===== config.mk =====
export PLATFORM = sky130hd
export DESIGN_NAME = smrc_top
export DESIGN_NICKNAME = d
export VERILOG_FILES = /design/src/core/smrc_pkg.sv /design/src/core/smrc_tmr_if.sv /design/src/core/smrc_settle_timer.sv /design/src/core/smrc_sync2.sv /design/src/core/smrc_top.sv
export SDC_FILE = /design/constraint.sdc
export NUM_CORES = 1
export LEC_CHECK = 0
export BUFFER_PORTS_ARGS = -buffer_cell sky130_fd_sc_hd__clkbuf_2
export CAP_MARGIN = 25
export CORE_AREA = 2 2 52 90
export CTS_CLUSTER_DIAMETER = 100
export DETAILED_ROUTE_END_ITERATION = 10
export DIE_AREA = 0 0 54 92
export PLACE_DENSITY_LB_ADDON = 0.05
export SYNTH_ARGS = -nofsm -noshare
export SYNTH_HDL_FRONTEND = slang
export SYNTH_SLANG_ARGS = --single-unit

===== constraint.sdc =====
create_clock -name ref_clk -period 4.3 [get_ports ref_clk]
set_input_delay 1.075 -clock ref_clk [delete_from_list [all_inputs] [get_ports ref_clk]]
set_output_delay 1.075 -clock ref_clk [all_outputs]
set_load 0.01 [all_outputs]

===== src/core/smrc_pkg.sv =====
package smrc_pkg;

    localparam logic [15:0] ADDR_CTRL = 16'hFF50;
    localparam logic [15:0] ADDR_LEVEL = 16'hFF51;
    localparam logic [15:0] ADDR_FLAGS = 16'hFF54;

    localparam int CTRL_EN_BIT = 7;
    localparam int CTRL_MODE_BIT = 1;
    localparam int CTRL_BELOW_BIT = 0;
    localparam int FLAG_WDT_BIT = 4;
    localparam int FLAG_LVD_BIT = 0;

    localparam logic [7:0] CTRL_RESET = 8'h00;
    localparam logic [3:0] LEVEL_RESET = 4'h0;
    localparam logic [7:0] FLAGS_RESET = 8'h00;
    localparam logic [3:0] LEVEL_MAX = 4'h9;

    localparam int CLK_PERIOD_PS = 5000;
    localparam int SETTLE_TIME_NS = 200000;
    localparam int SETTLE_CYC = (SETTLE_TIME_NS * 1000 + CLK_PERIOD_PS - 1) / CLK_PERIOD_PS;
    localparam int WDT_HOLD_CYC = 8;

    typedef enum logic [3:0]
    {
        ST_POR = 4'h1,
        ST_RUN = 4'h2,
        ST_WDT = 4'h4,
        ST_LVD = 4'h8
    } smrc_state_t;

endpackage : smrc_pkg


===== src/core/smrc_tmr_if.sv =====
`timescale 1ns/100ps
`default_nettype none
interface smrc_tmr_if;
    logic start;
    logic clear;
    logic busy;
    logic done;

    modport ctrl (output start, output clear, input busy, input done);
    modport tmr (input start, input clear, output busy, output done);
endinterface : smrc_tmr_if
`default_nettype wire


===== src/core/smrc_settle_timer.sv =====
`timescale 1ns/100ps
`default_nettype none
module smrc_settle_timer #(
    parameter int CYC = 40000
) (
    input wire logic ref_clk,   // system clock
    input wire logic rst_n,     // async reset
    smrc_tmr_if.tmr tmr         // start/clear and status
);
    logic [16:0] count_r;
    logic done_r;

    assign tmr.busy = (count_r != 17'h00000);
    assign tmr.done = done_r;

    always_ff @(posedge ref_clk or negedge rst_n)
    begin
        if (!rst_n)
        begin
            count_r <= 17'h00000;
            done_r <= 1'b0;
        end
        else if (tmr.clear)
        begin
            count_r <= 17'h00000;
            done_r <= 1'b0;
        end
        else if (tmr.start)
        begin
            count_r <= 17'(CYC);
            done_r <= 1'b0;
        end
        else if (count_r != 17'h00000)
        begin
            count_r <= count_r - 17'h00001;
            done_r <= (count_r == 17'h00001);
        end
    end
endmodule : smrc_settle_timer
`default_nettype wire


===== src/core/smrc_sync2.sv =====
`timescale 1ns/100ps
`default_nettype none
module smrc_sync2 #(
    parameter int W = 2
) (
    input wire logic ref_clk,      // system clock
    input wire logic rst_n,        // async reset
    input wire logic [W-1:0] din,  // asynchronous levels
    output logic [W-1:0] dout      // synchronised levels
);
    logic [W-1:0] stage1_r;

    // first stage feeds only the second
    always_ff @(posedge ref_clk or negedge rst_n)
    begin
        if (!rst_n)
        begin
            stage1_r <= '0;
            dout <= '0;
        end
        else
        begin
            stage1_r <= din;
            dout <= stage1_r;
        end
    end
endmodule : smrc_sync2
`default_nettype wire


===== src/core/smrc_top.sv =====
`timescale 1ns/100ps
`default_nettype none
module smrc_top
    import smrc_pkg::*;
#(
    parameter int SETTLE_CYCLES = SETTLE_CYC
) (
    input wire logic ref_clk,            // system clock, 200 MHz
    input wire logic rst_n,              // external reset / power-up, async
    input wire logic clrBelow,           // clear comparator: supply below threshold
    input wire logic lvdBelow,           // detector comparator: supply below level
    input wire logic wdtResetReq,        // watchdog reset pulse, same clock
    input wire logic [15:0] memAddr,     // register byte address
    input wire logic [7:0] memWdata,     // byte write data
    input wire logic memWrByte,          // whole-byte write strobe
    input wire logic memWrBit,           // single-bit write strobe
    input wire logic [2:0] memBitPos,    // bit number for bit write
    input wire logic memBitVal,          // value for bit write
    input wire logic memRd,              // byte read strobe
    output logic [7:0] memRdata,         // read data, one cycle after strobe
    output logic memRdValid,             // read data valid pulse
    output logic [3:0] levelCode,        // threshold select to comparator
    output logic detectorOn,             // comparator enable
    output logic lowvoltInterrupt,       // interrupt request level
    output logic internalReset,          // internal reset, active high
    output logic detectorSettled,        // settle time elapsed since enable
    output logic clkKeepOn               // request to keep clock running
);

    ////////////////////////////////////////////////////////////////////////////
    // comparator inputs

    logic [1:0] cmpSync;
    logic clrS;
    logic lvdS;

    smrc_sync2 #(.W(2)) u_sync (
        .ref_clk(ref_clk),
        .rst_n(rst_n),
        .din({clrBelow, lvdBelow}),
        .dout(cmpSync)
    );

    assign clrS = cmpSync[1];
    assign lvdS = cmpSync[0];

    ////////////////////////////////////////////////////////////////////////////
    // state and registers

    smrc_state_t state_r;
    smrc_state_t state_nxt;
    logic enable_r;
    logic mode_r;
    logic [3:0] level_r;
    logic wdtFlag_r;
    logic lvdFlag_r;
    logic [2:0] hold_r;
    logic enPrev_r;

    logic stPor;
    logic stRun;
    logic stWdt;
    logic stLvd;

    assign stPor = (state_r == ST_POR);
    assign stRun = (state_r == ST_RUN);
    assign stWdt = (state_r == ST_WDT);
    assign stLvd = (state_r == ST_LVD);

    ////////////////////////////////////////////////////////////////////////////
    // detector decode

    logic belowFlag;
    logic lvdReq;
    logic wdtHit;
    logic lvdHit;

    assign belowFlag = enable_r & lvdS;
    assign lvdReq = enable_r & mode_r & lvdS;
    // watchdog wins over detector in the same cycle; clear comparator wins over both
    assign wdtHit = wdtResetReq & ~clrS & ~stPor;
    assign lvdHit = stRun & lvdReq & ~wdtHit & ~clrS;

    assign lowvoltInterrupt = enable_r & ~mode_r & belowFlag;
    assign detectorOn = enable_r;
    assign levelCode = level_r;
    assign internalReset = ~stRun;
    assign clkKeepOn = enable_r;

    ////////////////////////////////////////////////////////////////////////////
    // bus decode

    logic selCtrl;
    logic selLevel;
    logic selFlags;
    logic busOpen;
    logic ctrlByteWr;
    logic ctrlBitWr;
    logic levelWr;
    logic levelLegal;
    logic flagsRead;

    // the core is held in reset outside RUN, so its bus writes are dropped
    assign busOpen = stRun & ~clrS & ~wdtResetReq & ~lvdReq;
    assign selCtrl = (memAddr == ADDR_CTRL);
    assign selLevel = (memAddr == ADDR_LEVEL);
    assign selFlags = (memAddr == ADDR_FLAGS);
    assign ctrlByteWr = busOpen & memWrByte & selCtrl;
    assign ctrlBitWr = busOpen & memWrBit & selCtrl;
    assign levelLegal = (memWdata[3:0] <= LEVEL_MAX);
    // bit writes to the level register are not a supported access
    assign levelWr = busOpen & memWrByte & selLevel & levelLegal;
    assign flagsRead = memRd & selFlags & ~stPor;

    logic enable_wr;
    logic mode_wr;

    // bits 6..2 and bit 0 have no storage, so stray writes vanish
    assign enable_wr = ctrlByteWr ? memWdata[CTRL_EN_BIT] :
                       (ctrlBitWr && memBitPos == 3'(CTRL_EN_BIT)) ? memBitVal : enable_r;
    assign mode_wr = ctrlByteWr ? memWdata[CTRL_MODE_BIT] :
                     (ctrlBitWr && memBitPos == 3'(CTRL_MODE_BIT)) ? memBitVal : mode_r;

    ////////////////////////////////////////////////////////////////////////////
    // reset sequencer

    always_comb
    begin
        state_nxt = state_r;
        unique case (state_r)
            ST_POR:
            begin
                if (!clrS)
                    state_nxt = ST_RUN;
            end
            ST_RUN:
            begin
                if (clrS)
                    state_nxt = ST_POR;
                else if (wdtHit)
                    state_nxt = ST_WDT;
                else if (lvdReq)
                    state_nxt = ST_LVD;
            end
            ST_WDT:
            begin
                if (clrS)
                    state_nxt = ST_POR;
                else if (hold_r == 3'(WDT_HOLD_CYC - 1))
                    state_nxt = ST_RUN;
            end
            ST_LVD:
            begin
                if (clrS)
                    state_nxt = ST_POR;
                else if (wdtHit)
                    state_nxt = ST_WDT;
                else if (!lvdReq)
                    state_nxt = ST_RUN;
            end
            default:
                state_nxt = ST_POR;
        endcase
    end

    always_ff @(posedge ref_clk or negedge rst_n)
    begin
        if (!rst_n)
            state_r <= ST_POR;
        else
            state_r <= state_nxt;
    end

    always_ff @(posedge ref_clk or negedge rst_n)
    begin
        if (!rst_n)
            hold_r <= 3'h0;
        else if (stWdt)
            hold_r <= hold_r + 3'h1;
        else
            hold_r <= 3'h0;
    end

    ////////////////////////////////////////////////////////////////////////////
    // control and level registers

    logic ctrlClear;

    // every reset source but the detector's own wipes the settings
    assign ctrlClear = clrS | stPor | wdtHit;

    always_ff @(posedge ref_clk or negedge rst_n)
    begin
        if (!rst_n)
        begin
            enable_r <= CTRL_RESET[CTRL_EN_BIT];
            mode_r <= CTRL_RESET[CTRL_MODE_BIT];
        end
        else if (ctrlClear)
        begin
            enable_r <= CTRL_RESET[CTRL_EN_BIT];
            mode_r <= CTRL_RESET[CTRL_MODE_BIT];
        end
        else
        begin
            enable_r <= enable_wr;
            mode_r <= mode_wr;
        end
    end

    always_ff @(posedge ref_clk or negedge rst_n)
    begin
        if (!rst_n)
            level_r <= LEVEL_RESET;
        else if (ctrlClear)
            level_r <= LEVEL_RESET;
        else if (levelWr)
            level_r <= memWdata[3:0];
    end

    ////////////////////////////////////////////////////////////////////////////
    // reset cause flags

    logic wdtFlag_nxt;
    logic lvdFlag_nxt;

    // a cause arriving with a clearing read survives it
    assign wdtFlag_nxt = (clrS | stPor) ? 1'b0 : (wdtHit | (wdtFlag_r & ~flagsRead));
    assign lvdFlag_nxt = (clrS | stPor) ? 1'b0 : (lvdHit | (lvdFlag_r & ~flagsRead));

    always_ff @(posedge ref_clk or negedge rst_n)
    begin
        if (!rst_n)
        begin
            wdtFlag_r <= FLAGS_RESET[FLAG_WDT_BIT];
            lvdFlag_r <= FLAGS_RESET[FLAG_LVD_BIT];
        end
        else
        begin
            wdtFlag_r <= wdtFlag_nxt;
            lvdFlag_r <= lvdFlag_nxt;
        end
    end

    ////////////////////////////////////////////////////////////////////////////
    // read port

    logic [7:0] ctrlView;
    logic [7:0] flagsView;
    logic [7:0] rdMux;

    assign ctrlView = {enable_r, 5'h00, mode_r, belowFlag};
    assign flagsView = {3'h0, wdtFlag_r, 3'h0, lvdFlag_r};
    assign rdMux = selCtrl ? ctrlView :
                   selLevel ? {4'h0, level_r} :
                   selFlags ? flagsView : 8'h00;

    always_ff @(posedge ref_clk or negedge rst_n)
    begin
        if (!rst_n)
        begin
            memRdata <= 8'h00;
            memRdValid <= 1'b0;
        end
        else
        begin
            memRdValid <= memRd;
            if (memRd)
                memRdata <= rdMux;
        end
    end

    ////////////////////////////////////////////////////////////////////////////
    // settle timer after enable

    smrc_tmr_if tmrBus ();

    always_ff @(posedge ref_clk or negedge rst_n)
    begin
        if (!rst_n)
            enPrev_r <= 1'b0;
        else
            enPrev_r <= enable_r;
    end

    assign tmrBus.start = enable_r & ~enPrev_r;
    assign tmrBus.clear = ~enable_r;
    assign detectorSettled = enable_r & tmrBus.done & ~tmrBus.busy;

    smrc_settle_timer #(.CYC(SETTLE_CYCLES)) u_settle (
        .ref_clk(ref_clk),
        .rst_n(rst_n),
        .tmr(tmrBus)
    );
endmodule : smrc_top
`default_nettype wire


Yosys cells after proc, flatten, opt, wreduce, memory -nomap -nowiden
Cells that the tools add are included.
{"block": "totals", "inputBits": 36, "register_bits": 47, "word_cells": 110}
{"block": "classes", "muxes": 30, "order_cmp": 1, "addsub": 2, "n_bitwise": 40, "eq_ne": 16, "reduce_logical": 7}
{"operator": "$mux 17", "count": 3}
{"operator": "$eq 16x16->1 const B", "count": 3}
{"operator": "$mux 4", "count": 11}
{"operator": "$and 1x1->1", "count": 26}
{"operator": "$eq 17x1->1 const B", "count": 1}
{"operator": "$reduce_bool 17->1", "count": 1}
{"operator": "$sub 17x1->17 const B", "count": 1}
{"operator": "$pmux 4 s4", "count": 1}
{"operator": "$mux 1", "count": 11}
{"operator": "$mux 5", "count": 2}
{"operator": "$not 1->1", "count": 10}
{"operator": "$mux 8", "count": 1}
{"operator": "$eq 3x3->1 const B", "count": 2}
{"operator": "$ne 3x1->1 const B", "count": 2}
{"operator": "$reduce_bool 3->1", "count": 2}
{"operator": "$eq 4x1->1 const B", "count": 1}
{"operator": "$eq 4x2->1 const B", "count": 1}
{"operator": "$eq 4x3->1 const B", "count": 1}
{"operator": "$eq 4x4->1 const B", "count": 1}
{"operator": "$le 4x4->1 const B", "count": 1}
{"operator": "$ne 4x1->1 const B", "count": 1}
{"operator": "$ne 4x2->1 const B", "count": 1}
{"operator": "$or 1x1->1", "count": 4}
{"operator": "$reduce_and 4->1", "count": 1}
{"operator": "6 further kinds", "count": 7}

Longest topological paths before layout
{"block": "depth", "ltp_word": 10, "ltp_mapped": 7}

Cells and area by module
A second synthesis with hierarchy kept.
{"block": "hier_totals", "hier_cells": 259, "hier_area_um2": 2523.7}
{"module": "smrc_top", "instances": 1, "cells_each": 150, "area_each_um2": 1421.4, "seq_area_each_um2": 576.8}
{"module": "smrc_settle_timer", "instances": 1, "cells_each": 105, "area_each_um2": 1002.2, "seq_area_each_um2": 450.4}
{"module": "smrc_sync2", "instances": 1, "cells_each": 4, "area_each_um2": 100.1, "seq_area_each_um2": 100.1}

Worst setup path before layout
OpenSTA, ideal clock, no wires.
{"block": "synth_path", "path_kind": "input to register", "start": "input memAddr[1]", "end": "register enable_r, in the netlist clkKeepOn", "setup_ns": 0.141, "arrival_ns": 2.638, "required_ns": 4.159, "slack_ns": 1.522, "path_stages": 5, "cell_sequence": "or4b_2 -> nor4_2 -> and2_1 -> nor3b_1 -> a221oi_1"}
{"block": "synth_via", "elab_chain_cells": 4}
{"element": "start: declaration", "line_no": "smrc_top.sv:13", "text": "input wire logic [15:0] memAddr,"}
{"element": "$eq 16x16->1 *", "line_no": "smrc_top.sv:105", "text": "assign selCtrl = (memAddr == ADDR_CTRL);"}
{"element": "$and 1x1->1 (on tied branches)", "line_no": "smrc_top.sv:108, smrc_top.sv:109"}
{"element": "$mux 1 / $logic_and 1x1->1 (equally long branches)", "line_no": "smrc_top.sv:119, smrc_top.sv:120"}
{"element": "$mux 1 / $reduce_bool 3->1 (equally long branches)"}
{"element": "end signal: assignment", "line_no": "smrc_top.sv:196", "text": "enable_r <= CTRL_RESET[CTRL_EN_BIT];"}
{"element": "end signal: assignment", "line_no": "smrc_top.sv:201", "text": "enable_r <= CTRL_RESET[CTRL_EN_BIT];"}
{"element": "end signal: assignment", "line_no": "smrc_top.sv:206", "text": "enable_r <= enable_wr;"}
{"element": "end: declaration", "line_no": "smrc_top.sv:52", "text": "logic enable_r;"}
Every way passes the cells marked *; elsewhere a longest branch is shown, timed or not.
A chain may end at the register's enable or synchronous reset.

Final worst setup path
{"block": "layout_path", "start": "register u_settle.count_r[5]", "end": "output detectorSettled"}
{"block": "layout_via", "elab_chain_cells": 3}
{"element": "start: declaration", "line_no": "smrc_settle_timer.sv:10", "text": "logic [16:0] count_r;"}
{"element": "start signal: assignment", "line_no": "smrc_settle_timer.sv:30", "text": "count_r <= 17'(CYC);"}
{"element": "start signal: assignment", "line_no": "smrc_settle_timer.sv:35", "text": "count_r <= count_r - 17'h00001;"}
{"element": "$reduce_bool 17->1", "line_no": "smrc_settle_timer.sv:13", "text": "assign tmr.busy = (count_r != 17'h00000);"}
{"element": "$not 1->1", "line_no": "smrc_top.sv:288", "text": "assign detectorSettled = enable_r & tmrBus.done & ~tmrBus.busy;"}
{"element": "$and 1x1->1", "line_no": "smrc_top.sv:288"}
{"element": "end: declaration", "line_no": "smrc_top.sv:26", "text": "output logic detectorSettled,"}
No other way between the ends.

==> results.md <==
* CP Class: flip-flop to output pin
* Yosys top cell by area: dfrtp_1
* Yosys warnings at 0
* CTS Buf Count at 5
* Max_cap viols at 0
* Avg WL per Cell at 14.71 um
* Max clock buf depth at 2
* Fillcell total at 411
* Die height at 92 um
* Critical Path Start Type: flip-flop
* Mapped Area at 2300 um2
* Post-Route Skew at 12.32 ps
* HP Class: flip-flop to flip-flop
* Ys flop type: dfrtp_1
* Highest clock rate at 299.9 MHz
* Sequential-to-total area share from yosys stat at 49.02%
* Drt total wl at 4.988 mm
* DRC viols at 0
* Crit. End Element: output pin
* Hold buffer count at cts at 0
* Most frequent cell after synthesis: dfrtp_1
* Leakage at 1.294 nW
* Drt first pass iters at 4
* Initial antenna violation count at 0
* Final Cell Area at 2684 um2
* Post-Synthesis Cells at 240
* DR vias at 1933
* Hold EP: u_sync.dout[1]
* Area share of the largest cell type after synthesis at 47.88%
* Port bufs at 48
* Post-synth top cells: dfrtp_1 (44), nor2_1 (22), o21ai_0 (20)
* CTS sink count at 45
* Clk_lat worst skew at 310 ps
* ANT cells at 0
* Grt total ovfl at 0
* Starting Density at 53.18%
* Post-DP HPWL at 3.800 mm
* RSZ-0062 raised after global routing: false
* Die width at 54 um
* Register area at 1127 um2
* Yosys reg bits at 45
* Power Density at 313.9 nW/um2
* Hold path depth at 0
* Clk slew on worst S/H paths at 80 ps
* Critical path data required time at 3220 ps
* Multi-input logic area at 1072 um2
* Synth area leaders: dfrtp_1 (48%), xnor2_1 (5.0%), o21ai_0 (4.4%)
* Worst slew margin at 44.82%
* Mapped Avg Cell Area at 9.582 um2
* Measured slew at the worst slew-check pin at 820.1 ps
* Setup-failing EPs final at 0
* Ys async rst share at 100.0%
* Final TNS setup at 0 ps
* Share of post-route cells with drive strength above 1 at 24.31%
* Vias in the first global route at 1879
* CTS root buf: clkbuf_8
* Resize count post-CTS at 0
* Largest net degree at the start of global routing at 46
* Worst VDD drop at 0.0002456 V
* IO Count at 54
* Final Max Tran Viols at 0
* GRT Total Usage at 23.01%
* Worst Path Arrival at 2260 ps
* CTS tree: done
* Core Region at 4324 um2
* Row count at 32
* Worst-case reg-to-reg path depth at 5
* Final Hold Viols at 0
* Final worst-path cycle share at 77.54%
* DRT iter0 DRCs at 33
* FF-to-FF End: clkKeepOn
* Final #Nets at 327
* Gpl congestion at 0.7808
* # Post-CTS Setup Buffers at 0
* HP Start: u_sync.stage1_r[1]
* First-pass GRT wire length at 8.280 mm
* Via density at 5.702
* H-Tree Level Count at 2
* Final ANT Viol Nets at 0
* Min cycle time layout at 3334 ps
* Reg-to-reg setup timing slack at 1950 ps
* EDFF count, synth at 0
* Die Area at 4968 um2
* Status: completed
* Synth unique cells at 44
* CP max FO at 5
* R2R Path Start: state_r[1]
* Cell Area, Placed at 2564 um2
* Layout area overhead at 16.70%
## worst max-delay path by stage
| stage | depth (start not counted) | slack (ps) | to | start |
|---|---|---|---|---|
| 6_report | 5 | 970 | detectorSettled | u_settle.count_r[5] |
| 5_1_grt | 5 | 840 | detectorSettled | u_settle.count_r[5] |
| 4_1_cts | 5 | 950 | detectorSettled | u_settle.count_r[5] |
| 3_5_place_dp | 6 | 1180 | levelCode[3] | memAddr[1] |
| 3_3_place_gp | 6 | 1190 | levelCode[2] | memAddr[1] |
| 2_1_floorplan | 5 | 1520 | clkKeepOn | memAddr[1] |
## power by group
part | internal (W) | switching (W)
Sequential | 0.000431 | 0.0000116
Combinational | 0.0000290 | 0.0000341
Clock | 0.000189 | 0.000147
Total | 0.000649 | 0.000193
## flip-flops by register name, indices dropped and copies added, names as in the netlist
name / flops
clkKeepOn: 1
enPrev_r: 1
hold_r: 3
levelCode: 4
lvdFlag_r: 1
memRdValid: 1
memRdata: 6
mode_r: 1
state_r: 4
u_settle.count_r: 17
u_settle.tmr.done: 1
u_sync.dout: 2
u_sync.stage1_r: 2
wdtFlag_r: 1
## cell usage in the layout (no fill, tap or decap), drive strengths merged, types with 10 or more instances in the layout
cell	n
nor3	10
xnor2	13
nor2	22
o21ai	20
clkbuf	54
inv	14
nand3	11
a21oi	11
dfrtp	44
## layout make-up
type / instances / area share [%]
Clock buffer: 6 / 3.077
Clock inverter: 2 / 1.399
Inverter: 14 / 1.958
Multi-Input combinational cell: 172 / 39.95
Sequential cell: 45 / 42.00
Tap cell: 51 / 2.378
Timing Repair Buffer: 49 / 9.231
## stage by stage
step	hold WS, ps	util (%)	power (W)	std cells	setup WS (ps)
after global placement	339.7	59.29	0.0005137	331	1188
after global routing	381.7	62.07	0.0008847	339	837.2
after CTS	365.3	62.07	0.0008538	339	951.2
after detailed placement	345.2	59.29	0.0005152	331	1184
final	361.6	62.07	0.0008424	339	965.7
after floorplan	331.2	-	0.0004814	241	1522
## metal layers
metal	vias to the layer above	wire length [um]	GRT usage, %
met5	-	0	0
met4	0	170	12.50
met3	15	228	4.397
met2	62	2679	39.84
met1	922	1910	24.87
li1	934	-	-
## logic make-up (layout without fill, tap and decap cells)
| group | Yosys count | count (layout) | synth area share, % |
|---|---|---|---|
| flops | 45 | 45 | 49.02 |
| mux | 3 | 3 | 1.306 |
| xor+xnor | 14 | 14 | 5.332 |
| compound gates | 45 | 45 | 11.21 |
| fa+ha+maj | 4 | 4 | 2.176 |
| buf+inv | 24 | 71 | 4.516 |
| other cells | 1 | 2 | 0.1631 |
| simple gates | 104 | 104 | 26.28 |
## critical path, cell delays in order (launching register included)
cell      delay, ps
dfrtp_1         410
or4_4           560
nor3_1          370
and3_1          330
and3_1          170
clkbuf_2        120
Power figures use the tool's default switching activity.
